`config.mk`:
```
export PLATFORM = sky130hd
export DESIGN_NAME = sec_serial_eeprom_ctrl
export DESIGN_NICKNAME = d
export VERILOG_FILES = /design/src/pkg/sec_pkg.sv /design/src/verilog/sec_down_timer.sv /design/src/verilog/sec_serial_eeprom_ctrl.sv
export SDC_FILE = /design/constraint.sdc
export NUM_CORES = 1
export LEC_CHECK = 0
export BUFFER_PORTS_ARGS = -buffer_cell sky130_fd_sc_hd__buf_2
export CAP_MARGIN = 20
export CORE_UTILIZATION = 50
export DETAILED_ROUTE_END_ITERATION = 6
export GPL_ROUTABILITY_DRIVEN = 0
export PLACE_DENSITY = 0.72
export SYNTH_ARGS = -nofsm -noshare
export SYNTH_HDL_FRONTEND = slang
export SYNTH_SLANG_ARGS = --single-unit
```
`constraint.sdc`:
```
create_clock -name I_CLK_SYS -period 2 [get_ports I_CLK_SYS]
set_input_delay 0.4 -clock I_CLK_SYS [delete_from_list [all_inputs] [get_ports I_CLK_SYS]]
set_output_delay 0.4 -clock I_CLK_SYS [all_outputs]
set_load 0.02 [all_outputs]
```
`src/pkg/sec_pkg.sv`:
```
// Constants shared by the serial EEPROM controller, its EEPROM model and its bench
package sec_pkg;

  // ---------------------------------------------------------------
  // Register map
  // ---------------------------------------------------------------
  localparam int REG_AW = 8;
  localparam logic [7:0] REG_CMD_OFS = 8'hb0;
  localparam logic [7:0] REG_DATA_OFS = 8'hb4;
  localparam logic [7:0] REG_ISTS_OFS = 8'hb8;
  localparam logic [7:0] REG_IMASK_OFS = 8'hbc;

  // ---------------------------------------------------------------
  // Command register fields
  // ---------------------------------------------------------------
  localparam int CMD_BUSY_BIT = 31;
  localparam int CMD_OP_MSB = 30;
  localparam int CMD_OP_LSB = 28;
  localparam int CMD_TMO_BIT = 9;
  localparam int CMD_LOADED_BIT = 8;
  localparam int CMD_ADDR_MSB = 7;
  localparam logic [7:0] ADDR_RESET = 8'h00;
  localparam logic [7:0] DATA_RESET = 8'h00;
  localparam logic [2:0] OP_RESET = 3'h0;

  // Software command codes
  localparam logic [2:0] OP_READ = 3'h0;
  localparam logic [2:0] OP_EWDS = 3'h1;
  localparam logic [2:0] OP_UNLOCK = 3'h2;
  localparam logic [2:0] OP_WRITE = 3'h3;
  localparam logic [2:0] OP_BULK_WR = 3'h4;
  localparam logic [2:0] OP_ERASE = 3'h5;
  localparam logic [2:0] OP_BULK_ERASE = 3'h6;
  localparam logic [2:0] OP_RELOAD = 3'h7;

  // ---------------------------------------------------------------
  // Serial frame: start bit plus two opcode bits, then address, data
  // ---------------------------------------------------------------
  localparam int FRAME_W = 19;
  localparam logic [2:0] MW_HDR_READ = 3'h6;
  localparam logic [2:0] MW_HDR_WRITE = 3'h5;
  localparam logic [2:0] MW_HDR_ERASE = 3'h7;
  localparam logic [2:0] MW_HDR_SPECIAL = 3'h4;
  localparam logic [1:0] MW_SUB_UNLOCK = 2'h3;
  localparam logic [1:0] MW_SUB_EWDS = 2'h0;
  localparam logic [1:0] MW_SUB_BULK_ERASE = 2'h2;
  localparam logic [1:0] MW_SUB_BULK_WR = 2'h1;
  localparam logic [4:0] SEND_SHORT = 5'h0b;
  localparam logic [4:0] SEND_DATA = 5'h13;
  localparam logic [4:0] LAST_SHORT = 5'h0a;
  localparam logic [4:0] LAST_DATA = 5'h12;
  localparam logic [4:0] LAST_READ = 5'h13;

  // ---------------------------------------------------------------
  // Timing
  // ---------------------------------------------------------------
  localparam int CLK_HZ = 40_000_000;
  localparam int SK_HZ = 1_000_000;
  localparam int HALF_CYC = (CLK_HZ + 2 * SK_HZ - 1) / (2 * SK_HZ);
  localparam int DIV_W = 5;
  localparam int TIMEOUT_MS = 30;
  localparam int TMO_CYC = CLK_HZ / 1000 * TIMEOUT_MS;
  localparam int TMO_W = 21;
  // Ready wait: CS register plus two sync flops before the pin is trusted
  localparam logic [1:0] RDY_SETTLE = 2'h3;

  // ---------------------------------------------------------------
  // Station address load
  // ---------------------------------------------------------------
  localparam logic [7:0] SIG_VALUE = 8'ha5;
  localparam int MAC_BYTES = 6;
  localparam logic [2:0] RL_FIRST = 3'h0;
  localparam logic [2:0] RL_LAST = 3'h6;

  // ---------------------------------------------------------------
  // Interrupt status bits
  // ---------------------------------------------------------------
  localparam int INT_W = 3;
  localparam int INT_DONE_BIT = 0;
  localparam int INT_TMO_BIT = 1;
  localparam int INT_LOAD_BIT = 2;
  localparam logic [2:0] INT_RESET = 3'h0;

endpackage

```
`src/verilog/sec_down_timer.sv`:
```
// Loadable down counter giving a one-cycle expiry pulse
`timescale 1ns/1ps
module sec_down_timer #(
  parameter int W = 8
) (
  input wire logic i_clk,
  input wire logic i_nrst,
  input wire logic i_load,
  input wire logic [W-1:0] i_load_val,
  output logic o_expire
);

  logic [W-1:0] cnt;

  always_ff @(posedge i_clk or negedge i_nrst) begin
    if (!i_nrst) begin
      cnt <= '0;
      o_expire <= 1'b0;
    end else if (i_load) begin
      cnt <= i_load_val;
      o_expire <= 1'b0;
    end else begin
      // Stops at zero so the pulse fires once per load
      if (cnt != '0) begin
        cnt <= cnt - 1'b1;
      end
      o_expire <= (cnt == {{(W-1){1'b0}}, 1'b1});
    end
  end

endmodule // sec_down_timer

```
`src/verilog/sec_serial_eeprom_ctrl.sv`:
```
// Serial EEPROM controller: registers, three-wire sequencer, address load
`timescale 1ns/1ps
module sec_serial_eeprom_ctrl
  import sec_pkg::*;
#(
  parameter int TIMEOUT_CYCLES = TMO_CYC
) (
  input wire logic I_CLK_SYS,
  input wire logic I_NRST,
  input wire logic [REG_AW-1:0] I_ADDR,
  input wire logic [31:0] I_WDATA,
  input wire logic I_WR,
  input wire logic I_RD,
  output logic [31:0] O_RDATA,
  output logic O_IRQ,
  output logic O_EE_CS,
  output logic O_EE_SK,
  output logic O_EE_DIO,
  output logic O_EE_DIO_OE,
  input wire logic I_EE_DIO,
  output logic [8*MAC_BYTES-1:0] O_STATION_ADDR,
  output logic O_ADDR_LOADED
);

  typedef enum logic [2:0] {
    ST_IDLE,
    ST_CS_SETUP,
    ST_BIT_LO,
    ST_BIT_HI,
    ST_CS_GAP,
    ST_WAIT_RDY,
    ST_FINISH
  } sec_state_e;

  sec_state_e state;
  logic din_meta, din_s;
  logic div_tick, tmo_expire;
  logic busy, frame_req, rl_active, cmd_timeout, addr_loaded;
  logic [2:0] rl_idx;
  logic [2:0] cmd_op, op_q;
  logic [7:0] cmd_addr, data_byte;
  logic [FRAME_W-1:0] tx_sh, f_bits;
  logic [4:0] bit_cnt, send_n, last_n, f_send, f_last;
  logic [8:0] rx_sh;
  logic [2:0] f_op;
  logic [7:0] f_addr;
  logic [INT_W-1:0] ists, imask, ev;
  logic launch, op_prog, wr_cmd, wr_start, frame_end, user_end, rl_end, sig_bad;
  logic [1:0] settle;
  logic rdy_ok;

  // ---------------------------------------------------------------
  // Pin input synchroniser
  // ---------------------------------------------------------------
  always_ff @(posedge I_CLK_SYS or negedge I_NRST) begin
    if (!I_NRST) begin
      din_meta <= 1'b0;
      din_s <= 1'b0;
    end else begin
      din_meta <= I_EE_DIO;
      din_s <= din_meta;
    end
  end

  // ---------------------------------------------------------------
  // Bit clock divider and response timeout
  // ---------------------------------------------------------------
  sec_down_timer #(.W(DIV_W)) u_div (
    .i_clk(I_CLK_SYS),
    .i_nrst(I_NRST),
    .i_load((state == ST_IDLE) || div_tick),
    .i_load_val(DIV_W'(HALF_CYC - 1)),
    .o_expire(div_tick)
  );

  sec_down_timer #(.W(TMO_W)) u_tmo (
    .i_clk(I_CLK_SYS),
    .i_nrst(I_NRST),
    .i_load(state != ST_WAIT_RDY),
    .i_load_val(TMO_W'(TIMEOUT_CYCLES - 1)),
    .o_expire(tmo_expire)
  );

  // ---------------------------------------------------------------
  // Decode
  // ---------------------------------------------------------------
  assign wr_cmd = I_WR && (I_ADDR == REG_CMD_OFS) && !busy;
  assign wr_start = wr_cmd && I_WDATA[CMD_BUSY_BIT];
  assign launch = (state == ST_IDLE) && frame_req;
  assign op_prog = (op_q == OP_WRITE) || (op_q == OP_ERASE) ||
                   (op_q == OP_BULK_ERASE) || (op_q == OP_BULK_WR);
  assign rdy_ok = din_s && (settle == RDY_SETTLE);
  assign frame_end = (state == ST_FINISH);
  assign sig_bad = (rl_idx == RL_FIRST) && (rx_sh[7:0] != SIG_VALUE);
  assign rl_end = frame_end && rl_active && (sig_bad || (rl_idx == RL_LAST));
  assign user_end = frame_end && !rl_active;
  assign f_op = rl_active ? OP_READ : cmd_op;
  assign f_addr = rl_active ? {5'h00, rl_idx} : cmd_addr;

  // ---------------------------------------------------------------
  // Frame contents per command
  // ---------------------------------------------------------------
  always_comb begin
    f_bits = '0;
    f_send = SEND_SHORT;
    f_last = LAST_SHORT;
    case (f_op)
      OP_READ: begin
        f_bits = {MW_HDR_READ, f_addr, 8'h00};
        f_last = LAST_READ;
      end
      OP_WRITE: begin
        f_bits = {MW_HDR_WRITE, f_addr, data_byte};
        f_send = SEND_DATA;
        f_last = LAST_DATA;
      end
      OP_ERASE: f_bits = {MW_HDR_ERASE, f_addr, 8'h00};
      OP_UNLOCK: f_bits = {MW_HDR_SPECIAL, MW_SUB_UNLOCK, 14'h0000};
      OP_EWDS: f_bits = {MW_HDR_SPECIAL, MW_SUB_EWDS, 14'h0000};
      OP_BULK_ERASE: f_bits = {MW_HDR_SPECIAL, MW_SUB_BULK_ERASE, 14'h0000};
      OP_BULK_WR: begin
        f_bits = {MW_HDR_SPECIAL, MW_SUB_BULK_WR, 6'h00, data_byte};
        f_send = SEND_DATA;
        f_last = LAST_DATA;
      end
      default: f_bits = '0;
    endcase
  end

  // ---------------------------------------------------------------
  // Sequencer
  // ---------------------------------------------------------------
  always_ff @(posedge I_CLK_SYS or negedge I_NRST) begin
    if (!I_NRST) begin
      state <= ST_IDLE;
    end else begin
      case (state)
        ST_IDLE: begin
          if (launch) begin
            state <= ST_CS_SETUP;
          end
        end
        ST_CS_SETUP: begin
          if (div_tick) begin
            state <= ST_BIT_LO;
          end
        end
        ST_BIT_LO: begin
          if (div_tick) begin
            state <= ST_BIT_HI;
          end
        end
        ST_BIT_HI: begin
          if (div_tick) begin
            state <= (bit_cnt == last_n) ? ST_CS_GAP : ST_BIT_LO;
          end
        end
        ST_CS_GAP: begin
          if (div_tick) begin
            state <= op_prog ? ST_WAIT_RDY : ST_FINISH;
          end
        end
        ST_WAIT_RDY: begin
          // Pin level from the idle gap is stale until settle runs out
          if (rdy_ok) begin
            state <= ST_FINISH;
          end else if (tmo_expire) begin
            state <= ST_IDLE;
          end
        end
        ST_FINISH: state <= ST_IDLE;
        default: state <= ST_IDLE;
      endcase
    end
  end

  // Ready settle count
  always_ff @(posedge I_CLK_SYS or negedge I_NRST) begin
    if (!I_NRST) begin
      settle <= 2'h0;
    end else if (state != ST_WAIT_RDY) begin
      settle <= 2'h0;
    end else if (settle != RDY_SETTLE) begin
      settle <= settle + 2'h1;
    end
  end

  // Shift registers and frame length
  always_ff @(posedge I_CLK_SYS or negedge I_NRST) begin
    if (!I_NRST) begin
      tx_sh <= '0;
      rx_sh <= '0;
      bit_cnt <= 5'h00;
      send_n <= 5'h00;
      last_n <= 5'h00;
      op_q <= OP_RESET;
    end else if (launch) begin
      tx_sh <= f_bits;
      rx_sh <= '0;
      bit_cnt <= 5'h00;
      send_n <= f_send;
      last_n <= f_last;
      op_q <= f_op;
    end else if ((state == ST_BIT_HI) && div_tick) begin
      // Sampled at the end of the high phase, after the part has driven
      rx_sh <= {rx_sh[7:0], din_s};
      tx_sh <= {tx_sh[FRAME_W-2:0], 1'b0};
      bit_cnt <= bit_cnt + 5'h01;
    end
  end

  // Pin drivers; one cycle behind the state, well inside a half bit
  always_ff @(posedge I_CLK_SYS or negedge I_NRST) begin
    if (!I_NRST) begin
      O_EE_CS <= 1'b0;
      O_EE_SK <= 1'b0;
      O_EE_DIO <= 1'b0;
      O_EE_DIO_OE <= 1'b0;
    end else begin
      O_EE_CS <= (state == ST_CS_SETUP) || (state == ST_BIT_LO) ||
                 (state == ST_BIT_HI) || (state == ST_WAIT_RDY);
      O_EE_SK <= (state == ST_BIT_HI);
      O_EE_DIO <= tx_sh[FRAME_W-1];
      O_EE_DIO_OE <= ((state == ST_BIT_LO) || (state == ST_BIT_HI)) && (bit_cnt < send_n);
    end
  end

  // ---------------------------------------------------------------
  // Job control: busy, reload walk, timeout and loaded flags
  // ---------------------------------------------------------------
  always_ff @(posedge I_CLK_SYS or negedge I_NRST) begin
    if (!I_NRST) begin
      // Power-up load starts straight out of reset
      busy <= 1'b1;
      frame_req <= 1'b1;
      rl_active <= 1'b1;
      rl_idx <= RL_FIRST;
      cmd_timeout <= 1'b0;
      addr_loaded <= 1'b0;
    end else begin
      if (launch) begin
        frame_req <= 1'b0;
      end
      if (wr_start) begin
        busy <= 1'b1;
        frame_req <= 1'b1;
        cmd_timeout <= 1'b0;
        if (I_WDATA[CMD_OP_MSB:CMD_OP_LSB] == OP_RELOAD) begin
          rl_active <= 1'b1;
          rl_idx <= RL_FIRST;
          addr_loaded <= 1'b0;
        end
      end
      if ((state == ST_WAIT_RDY) && !rdy_ok && tmo_expire) begin
        busy <= 1'b0;
        cmd_timeout <= 1'b1;
      end
      if (user_end) begin
        busy <= 1'b0;
      end
      if (frame_end && rl_active) begin
        if (rl_end) begin
          busy <= 1'b0;
          rl_active <= 1'b0;
          addr_loaded <= !sig_bad;
        end else begin
          rl_idx <= rl_idx + 3'h1;
          frame_req <= 1'b1;
        end
      end
    end
  end

  assign O_ADDR_LOADED = addr_loaded;

  // Station address bytes, filled one per reload frame after the signature frame
  genvar g;
  generate
    for (g = 0; g < MAC_BYTES; g++) begin : g_sta
      always_ff @(posedge I_CLK_SYS or negedge I_NRST) begin
        if (!I_NRST) begin
          O_STATION_ADDR[8*g +: 8] <= 8'h00;
        end else if (frame_end && rl_active && (rl_idx == 3'(g + 1))) begin
          O_STATION_ADDR[8*g +: 8] <= rx_sh[7:0];
        end
      end
    end
  endgenerate

  // ---------------------------------------------------------------
  // Software fields
  // ---------------------------------------------------------------
  always_ff @(posedge I_CLK_SYS or negedge I_NRST) begin
    if (!I_NRST) begin
      cmd_addr <= ADDR_RESET;
      cmd_op <= OP_RESET;
    end else if (wr_cmd) begin
      cmd_addr <= I_WDATA[CMD_ADDR_MSB:0];
      cmd_op <= I_WDATA[CMD_OP_MSB:CMD_OP_LSB];
    end
  end

  always_ff @(posedge I_CLK_SYS or negedge I_NRST) begin
    if (!I_NRST) begin
      data_byte <= DATA_RESET;
    end else if (user_end && (op_q == OP_READ)) begin
      data_byte <= rx_sh[7:0];
    end else if (I_WR && (I_ADDR == REG_DATA_OFS) && !busy) begin
      data_byte <= I_WDATA[7:0];
    end
  end

  // ---------------------------------------------------------------
  // Interrupts: sticky status, write one to clear, set wins
  // ---------------------------------------------------------------
  assign ev[INT_DONE_BIT] = user_end || rl_end;
  assign ev[INT_TMO_BIT] = (state == ST_WAIT_RDY) && !rdy_ok && tmo_expire;
  assign ev[INT_LOAD_BIT] = rl_end && !sig_bad;

  always_ff @(posedge I_CLK_SYS or negedge I_NRST) begin
    if (!I_NRST) begin
      ists <= INT_RESET;
      imask <= INT_RESET;
    end else begin
      if (I_WR && (I_ADDR == REG_ISTS_OFS)) begin
        ists <= (ists & ~I_WDATA[INT_W-1:0]) | ev;
      end else begin
        ists <= ists | ev;
      end
      if (I_WR && (I_ADDR == REG_IMASK_OFS)) begin
        imask <= I_WDATA[INT_W-1:0];
      end
    end
  end

  assign O_IRQ = |(ists & imask);

  // ---------------------------------------------------------------
  // Read port: data stand only in the cycle after the strobe
  // ---------------------------------------------------------------
  always_ff @(posedge I_CLK_SYS or negedge I_NRST) begin
    if (!I_NRST) begin
      O_RDATA <= 32'h0000_0000;
    end else if (I_RD) begin
      case (I_ADDR)
        REG_CMD_OFS: O_RDATA <= {busy, cmd_op, 18'h00000, cmd_timeout, addr_loaded, cmd_addr};
        REG_DATA_OFS: O_RDATA <= {24'h000000, data_byte};
        REG_ISTS_OFS: O_RDATA <= {29'h00000000, ists};
        REG_IMASK_OFS: O_RDATA <= {29'h00000000, imask};
        default: O_RDATA <= 32'h0000_0000;
      endcase
    end else begin
      O_RDATA <= 32'h0000_0000;
    end
  end
endmodule // sec_serial_eeprom_ctrl

```
==> results of run 1 <==
layout by cell type, fill, tap and decap left out, types with 8 or more instances in the layout:
cell	count
dfrtp_1	172
buf_2	91
mux2_2	77
nand2_1	67
nor2_1	42
buf_4	42
o21ai_0	36
a21oi_1	26
nand3_1	20
inv_1	19
mux2i_1	18
conb_1	18
clkbuf_16	17
ha_1	16
nor3_1	15
nand4_1	11
and2_1	11
a2bb2oi_1	10
o31ai_1	8
a31oi_1	8
area by class of cell:
type                    count  share of cell area [%]
clock buffers              18                    4.37
well taps                 216                    2.75
clock inverters            14                    1.58
multi-input cells         506                    36.9
repair buffers            140                    9.08
inverters                  19                   0.726
flip-flops and latches    175                    44.6
through the flow:
step | utilization, % | cell area, µm² | setup WS, ns | cells
after detailed placement | 57.0 | 9190 | 0.0683 | 1053
after floorplan | - | 8410 | 0.233 | 762
final | 61.0 | 9820 | 0.0870 | 1088
after global placement | 57.0 | 9190 | 0.132 | 1053
after global routing | 61.0 | 9820 | -0.0153 | 1088
after CTS | 60.7 | 9790 | 0.0621 | 1086
routing by layer:
| metal | global-route usage (%) | vias to the layer above | share of wire (%) |
|---|---|---|---|
| met2 | 37.9 | 170 | 49 |
| met5 | 0 | - | 0 |
| met3 | 6.25 | 36 | 5.4 |
| met4 | 10.7 | 0 | 2.8 |
| li1 | - | 2851 | - |
| met1 | 30.4 | 3051 | 43 |
worst paths after layout:
kind | start | end | slack [ns] | cells after the start
min reg2reg | tx_sh[18] | O_EE_DIO | 0.37 | 0
max reg2reg | state[2] | tx_sh[2] | 0.09 | 4
max in group asynchronous | I_NRST | tx_sh[17] | 0.89 | 3
max | state[2] | tx_sh[2] | 0.09 | 4
min in group asynchronous | I_NRST | O_EE_CS | 0.47 | 2
min | I_EE_DIO | din_meta | 0.07 | 1
where the power goes:
part / switching (mW) / internal, mW
Sequential: 0.00503 / 3.55
Combinational: 0.138 / 0.0553
Clock: 1.46 / 1.86
kinds of logic (layout without fill, tap and decap cells):
family / count (synthesis) / in the layout / synth area share, %
mux: 98 / 98 / 13.4
compound gates: 124 / 124 / 9.87
buf+inv: 81 / 191 / 4.92
other cells: 1 / 18 / 0.0449
xor+xnor: 13 / 13 / 1.36
simple gates: 237 / 237 / 15.5
fa+ha+maj: 16 / 16 / 2.40
flops: 175 / 175 / 52.5
critical path, stage by stage (launching register included):
cell and delay (ns):
dfrtp_1 0.49, or4b_4 0.60, buf_4 0.28, nand2_2 0.25, a2bb2oi_1 0.20
what timing repair did:
item,in CTS,in global routing
endpoints found under the setup margin,0,17
endpoints found under the hold margin,40,0
hold buffers,1,0
resized for setup,0,3
setup buffers,0,2
registers in the layout (all words and copies together) (netlist names), 2 cells and up:
register,count
rl_idx,3
cmd_addr,8
cmd_op,3
u_div.cnt,5
rx_sh,8
O_RDATA,14
state,3
O_STATION_ADDR,48
bit_cnt,5
u_tmo.cnt,21
data_byte,8
last_n,3
ists,3
settle,2
send_n,3
op_q,3
tx_sh,19
imask,3
==> flow_metrics.tcl, run 1 <==
set metrics [dict create \
    cts_tree "yes" \
    skew_ns 0.0134 \
    outcome "complete, no violations" \
    worstSkewPairLatency_ns 0.44 \
    grt_use_total_pct 23.8 \
    grt_pass1_wl_mm 32.4 \
    tns_ns 0 \
    finalCritPeriodShare_pct 95.7 \
    synth.cell_area_um2 8340 \
    dieWidth_um 131 \
    grt_pass1_vias 6275 \
    netlist_top_cells_area "dfrtp_1 (52%), mux2_2 (10%), nand2_1 (3.0%), ha_1 (2.4%), mux2i_1 (2.2%)" \
    yosys_warnings 0 \
    cap_viol_max_count 0 \
    area_delta_synth_final_pct 17.7 \
    clockBufferDepth 2 \
    wl_mm 19.4 \
    drive_gt1_share_pct 31.9 \
    synth_cell_type_count 75 \
    h-tree-depth 4 \
    ir_drop_mv 0.627 \
    end_kind "flip-flop" \
    drc 0 \
    cts.sinks 175 \
    synthArstFlopShare_pct 100 \
    ys_seq_elements 175 \
    final_nets 920 \
    whs_ns 0.0714 \
    netlist_instances 745 \
    antennaDiodeCount 0 \
    yosys.area.top_type "dfrtp_1" \
    start_util_pct 51.8 \
    cp-start-kind "flip-flop" \
    avgViaCountPerCell 5.61 \
    pin_count 131 \
    dieArea_um2 17200 \
    grt_start_max_net_pins 45 \
    multi_input_area_um2 3620 \
    ys.flop_type "dfrtp_1" \
    first_pass_iters 5 \
    clk_pin_slew_worst_paths_ns 0.07 \
    hold_violations 0 \
    drtIter0Drc 521 \
    path_class "reg2reg" \
    p_per_area_nw_per_um2 719 \
    hpwl_mm 13.5 \
    dieHeight_um 131 \
    synth_common_cells "dfrtp_1 (172), mux2_2 (77), nand2_1 (67)" \
    ys_seq_area_share_pct 52.5 \
    io_buffer_count 92 \
    postSynthAreaPerCell_um2 11.2 \
    worstHoldPathType "in2reg" \
    cp.arrival_ns 2.27 \
    synth_top_cell_area_share_pct 51.6 \
    maxSlewViolCount 0 \
    clock.fmax_ghz 0.523 \
    antenna_found_initial 0 \
    cp.required_ns 2.35 \
    drtAntennaViolNets 0 \
    coreArea_um2 16100 \
    grt_overflow_total 0 \
    rows 46 \
    cp_max_fo 38 \
    power_mw 7.07 \
    clockRootBuffer "clkbuf_16" \
    vias 6108 \
    cts_buffers 17 \
    seq_area_um2 4380 \
    synth_edf_count 0 \
    tightestPinTransition_ns 0.597 \
    max_slew_margin_pct 60.1 \
    yosysMostFrequentCell "dfrtp_1" \
    period_needed_ns 1.91 \
    final-setup-viol-count 0 \
    leakagePower_nw 4.78 \
    wl_per_cell_um 17.8 \
    nFillCells 1306 \
]
(Power assumes the default switching activity.)
==> run 2: changes to the inputs <==
- REMOVE_ABC_BUFFERS: unset -> 1
==> run 2 against run 1 <==
Effect of this change: setup slack improved by 0.022 ns; first-iteration DRC count shrank 16%; sequential cell count is the same; wire length rose by 0.31%; sequential share of layout area up 0.085 points; total power is 0.20% higher; via count increased by 0.80%; count of clock-buffer cells in the layout is 1 lower; cell count decreased by 0.28%; non-clock buffer count is 3 lower; combinational power about the same; largest cell class unchanged; largest power group unchanged.
==> flow_metrics.tcl, run 2 (synthesis gave the netlist of run 1 again) <==
set metrics [dict create \
    drtIter0Drc 438 \
    grt_pass1_wl_mm 32.6 \
    clock.fmax_ghz 0.529 \
    worstHoldPathType "in2reg" \
    max_slew_margin_pct 61.6 \
    final_nets 917 \
    grt_pass1_vias 6345 \
    grt_use_total_pct 23.9 \
    clk_pin_slew_worst_paths_ns 0.07 \
    cp_max_fo 8 \
    clockBufferDepth 2 \
    h-tree-depth 4 \
    cp.arrival_ns 2.22 \
    start_util_pct 51.8 \
    instances_no_fill 1085 \
    p_per_area_nw_per_um2 722 \
    grt_start_max_net_pins 48 \
    cp.required_ns 2.33 \
    coreArea_um2 16100 \
    first_pass_iters 5 \
    dieArea_um2 17200 \
    antenna_found_initial 0 \
    netSwitchingFraction_pct 24.0 \
    reg.largest.list "O_STATION_ADDR x48, u_tmo.cnt x21, tx_sh x19" \
    p_seq_share_pct 50.1 \
    hold_violations 0 \
    antennaDiodeCount 0 \
    worstSkewPairLatency_ns 0.44 \
    postPlaceCellArea_um2 9180 \
    leakagePower_nw 4.77 \
    largest_reg_flops 48 \
    rows 46 \
    tns_ns 0 \
    cts.sinks 175 \
    design_area_um2 9800 \
    clockRootBuffer "clkbuf_16" \
    combinationalPowerShare_pct 2.7 \
    grt_overflow_total 0 \
    finalCritPeriodShare_pct 94.5 \
    wl_per_cell_um 17.9 \
    fin_ws_ns 0.109 \
    rsz0062_at_grt "false" \
    path_class "reg2reg" \
    final-setup-viol-count 0 \
    area_delta_synth_final_pct 17.5 \
    io_buffer_count 92 \
    place_inst 1051 \
    dieHeight_um 131 \
    top_register "O_STATION_ADDR" \
    p_clk_share_pct 47.2 \
    cts_buffers 17 \
    drtAntennaViolNets 0 \
    dieWidth_um 131 \
    p_switching_mw 1.70 \
    period_needed_ns 1.89 \
    pre_cts_ws_ns 0.0355 \
    tightestPinTransition_ns 0.576 \
    p_int_mw 5.38 \
    wl_mm 19.4 \
    cts_tree "yes" \
    end_kind "flip-flop" \
    power_mw 7.08 \
    pin_count 131 \
    ir_drop_mv 0.643 \
    final_common_cell "dfrtp_1" \
    final_cell_mix "dfrtp_1 (172), buf_2 (91), mux2_2 (77), nand2_1 (67), nor2_1 (42)" \
    skew_ns 0.0122 \
    drive_gt1_share_pct 31.9 \
    avgViaCountPerCell 5.67 \
    hpwl_mm 13.6 \
    maxSlewViolCount 0 \
    cap_viol_max_count 0 \
    drc 0 \
    outcome "complete, no violations" \
    vias 6157 \
    cp-start-kind "flip-flop" \
]
[run 2: layer usage]
layer  track usage, %  routed length (µm)  part of all wire (%)  vias up
met5                0                   0                     0        -
met1             30.2                8470                    44     3093
li1                 -                   -                     -     2838
met4             9.35                 374                   1.9        0
met3             5.36                1070                   5.5       30
met2             40.0                9520                    49      196
[run 2: worst max-delay path, stage by stage (launching register included)]
cell     delay [ns]
dfrtp_1        0.43
nor2b_2        0.30
and3_2         0.33
and3_1         0.25
buf_12         0.15
mux2_2         0.33
[run 2: metrics by stage]
stage          utilization, %  hold WS, ns
2_1_floorplan               -        0.104
3_3_place_gp             57.0        0.338
3_5_place_dp             57.0        0.338
4_1_cts                  60.7       0.0474
5_1_grt                  60.8       0.0495
6_report                 60.8       0.0640
[run 2: cell type report]
cell class	count	area [µm²]
fillers	1341	6310
multi-input cells	506	3620
clock buffers	17	425
inverters	19	71.3
repair buffers	137	857
flip-flops and latches	175	4380
well taps	216	270
clock inverters	15	174
[run 2: final timing paths]
| check | endpoint | from | slack (ns) | cells after the start |
|---|---|---|---|---|
| worst min register to register | din_s | din_meta | 0.37 | 0 |
| min in group asynchronous | u_tmo.cnt[14] | I_NRST | 0.49 | 2 |
| max in group asynchronous | frame_req | I_NRST | 0.86 | 3 |
| worst max-delay path | O_STATION_ADDR[5] | state[1] | 0.11 | 5 |
| worst min-delay path | din_meta | I_EE_DIO | 0.06 | 1 |
| worst max register to register | O_STATION_ADDR[5] | state[1] | 0.11 | 5 |
[run 2: timing repair]
item                                    in CTS  in global routing
hold buffers                                 1                  0
endpoints found under the setup margin       0                 44
resized for setup                            0                  4
endpoints found under the hold margin       42                  0
buffers inserted                             0                  1
[run 2: power by group through the flow]
stage	sequential (mW)	combinational, mW	clock (mW)
detailed placement	3.62	0.196	0
floorplan	3.62	0.0583	0
global placement	3.62	0.190	0
finish	3.55	0.194	3.34
global route	3.55	0.218	3.54
CTS	3.55	0.198	3.39
==> run 3: changes to the inputs <==
- ABC_AREA: unset -> 1
- MAX_ROUTING_LAYER: unset -> met4
==> run 3 against run 2 <==
Effect of this change: register-to-register slack hardly changed; critical path depth grew 2; core utilization decreased by 0.87 points; synthesized area shrank 0.90%; sequential share of layout area is 0.97 points higher; global-route usage rose by 0.77 points; die area shrank 0.89%; largest power group unchanged.
==> flow_metrics.tcl, run 3 <==
set metrics [dict create \
    outcome "complete, no violations" \
    final_cell_mix "nand2_1 (198), dfrtp_1 (172), nor2_1 (107), inv_1 (95), buf_2 (91)" \
    drc 0 \
    drtAntennaViolNets 0 \
    tns_ns 0 \
    seq_area_um2 4380 \
    final_nets 1121 \
    dieHeight_um 131 \
    max_slew_margin_pct 60.2 \
    cap_viol_max_count 0 \
    cp.arrival_ns 2.18 \
    io_buffer_count 92 \
    ys_seq_area_share_pct 53.0 \
    busiest_layer "met2" \
    antennaDiodeCount 0 \
    dieArea_um2 17100 \
    grt_start_max_net_pins 56 \
    first_pass_iters 5 \
    grt_use_total_pct 24.7 \
    start_util_pct 51.7 \
    cp_top_family "buffers and inverters" \
    h-tree-depth 4 \
    slowest_delay_ns 0.64 \
    maxSlewViolCount 0 \
    yosys.area.top_type "dfrtp_1" \
    synth_cell_type_count 40 \
    synth_common_cells "nand2_1 (198), dfrtp_1 (172), nor2_1 (107)" \
    postSynthAreaPerCell_um2 8.69 \
    avgViaCountPerCell 5.22 \
    ys_seq_elements 175 \
    clockBufferDepth 2 \
    synth_top_cell_area_share_pct 52.1 \
    skew_ns 0.0113 \
    p_per_area_nw_per_um2 752 \
    coreArea_um2 16000 \
    cp_slowest_cell "dfstp_2" \
    path_common_cell "buf_4" \
    cp_max_fo 18 \
    multi_input_area_um2 3270 \
    largest_reg_flops 48 \
    grt_overflow_total 0 \
    clk_pin_slew_worst_paths_ns 0.07 \
    hpwl_mm 13.6 \
    drive_gt1_share_pct 17.0 \
    cts.sinks 175 \
    rsz0062_at_grt "false" \
    crit_chain "clkinvlp_4, nor2_2, buf_4, nand3_2, buf_4, nand2_1, o21ai_0" \
    cp.required_ns 2.30 \
    hold_violations 0 \
    drtIter0Drc 494 \
    synth.cell_area_um2 8270 \
    pin_count 131 \
    power_mw 7.22 \
    yosysMostFrequentCell "nand2_1" \
    path_class "reg2reg" \
    post-route-util_pct 60.0 \
    design_area_um2 9600 \
    netlist_instances 952 \
    grt_pass1_vias 6229 \
    clockRootBuffer "clkbuf_16" \
    postPlaceCellArea_um2 8950 \
    cp-start-kind "flip-flop" \
    worstSkewPairLatency_ns 0.45 \
    ir_drop_mv 0.635 \
    cts_tree "yes" \
    globalRouteMet2Util_pct 36.8 \
    wl_per_cell_um 14.7 \
    worstHoldPathType "in2reg" \
    final_common_cell "nand2_1" \
    antenna_found_initial 0 \
    final-setup-viol-count 0 \
    ys.flop_type "dfrtp_1" \
    end_kind "flip-flop" \
    synth_edf_count 0 \
    dieWidth_um 131 \
    crit_buf_inv 3 \
    top_register "O_STATION_ADDR" \
    netlist_top_cells_area "dfrtp_1 (52%), nand2_1 (9.0%), o21ai_0 (5.3%), nor2_1 (4.9%), inv_1 (4.4%)" \
    rows 46 \
    yosys_warnings 0 \
    period_needed_ns 1.88 \
    cts_buffers 17 \
    wl_mm 19.0 \
    finalCritPeriodShare_pct 93.8 \
    synthArstFlopShare_pct 100 \
    grt_use_met3_pct 5.66 \
    leakagePower_nw 4.68 \
    reg.largest.list "O_STATION_ADDR x48, u_tmo.cnt x21, tx_sh x19" \
    nFillCells 1419 \
    use_met1_pct 33.4 \
    clock.fmax_ghz 0.533 \
    area_delta_synth_final_pct 16.0 \
    grt_pass1_wl_mm 31.2 \
    vias 6732 \
    tightestPinTransition_ns 0.593 \
]
## run 3: final cells by class
type                    count  area share, %
inverters                  98           3.87
flip-flops and latches    175           45.7
clock inverters            15           1.98
multi-input cells         654           34.1
repair buffers            114           7.13
well taps                 216           2.82
clock buffers              17           4.43
## run 3: worst reg2reg max path, delay by kind of cell, from the launching register on
kind | cells | cell delay, ns
buffers and inverters | 3 | 0.68
flip-flops | 1 | 0.64
AND/OR/NAND/NOR | 3 | 0.33
AO/OA/AOI/OAI | 1 | 0.08
## run 3: repair_timing
action                                 in CTS  in global routing
buffers inserted                            0                  2
gates resized for setup                     0                  2
hold buffers                                1                  0
endpoints found under the hold margin      32                  0
setup endpoints to repair                   0                 12
## run 3: worst paths after layout
path / depth (start not counted) / endpoint / startpoint / slack (ns)
worst max-delay path: 7 / O_STATION_ADDR[40] / rl_active / 0.12
worst min-delay path: 1 / din_meta / I_EE_DIO / 0.06
worst max register to register: 7 / O_STATION_ADDR[40] / rl_active / 0.12
worst min register to register: 0 / din_s / din_meta / 0.36
max in group asynchronous: 3 / O_STATION_ADDR[8] / I_NRST / 0.89
min in group asynchronous: 2 / send_n[1] / I_NRST / 0.43
## run 3: per-layer routing
layer	vias to the layer above	part of all wire (%)
met5	-	0
met4	0	1.8
met3	27	5.1
met2	191	46
met1	3214	47
li1	3300	-
## run 3: power by group
group	leakage, nW	total (mW)	internal [mW]	switching [mW]
Clock	0.301	3.41	1.81	1.60
Combinational	2.16	0.219	0.0540	0.165
Sequential	2.22	3.59	3.57	0.0245
Total	4.68	7.22	5.43	1.79
## run 3: cells by family after synthesis
group                      after synthesis  synth area share [%]
xor gates and xnor gates                 8                 0.847
buffers and inverters                  140                  8.28
DFF                                    175                  53.0
other                                    1                0.0453
AOI/OAI and AO/OA                      187                  12.5
adders and majority gates               16                  2.42
and+or+nand+nor                        425                  22.9
## run 3: metrics by stage
| step | hold WS [ns] | setup WS, ns | cells |
|---|---|---|---|
| final | 0.0564 | 0.123 | 1289 |
| after global routing | 0.0532 | 0.0247 | 1289 |
| after CTS | 0.0450 | 0.116 | 1287 |
| after detailed placement | 0.332 | 0.135 | 1254 |
| after global placement | 0.331 | 0.184 | 1254 |
| after floorplan | 0.104 | -0.0735 | 927 |
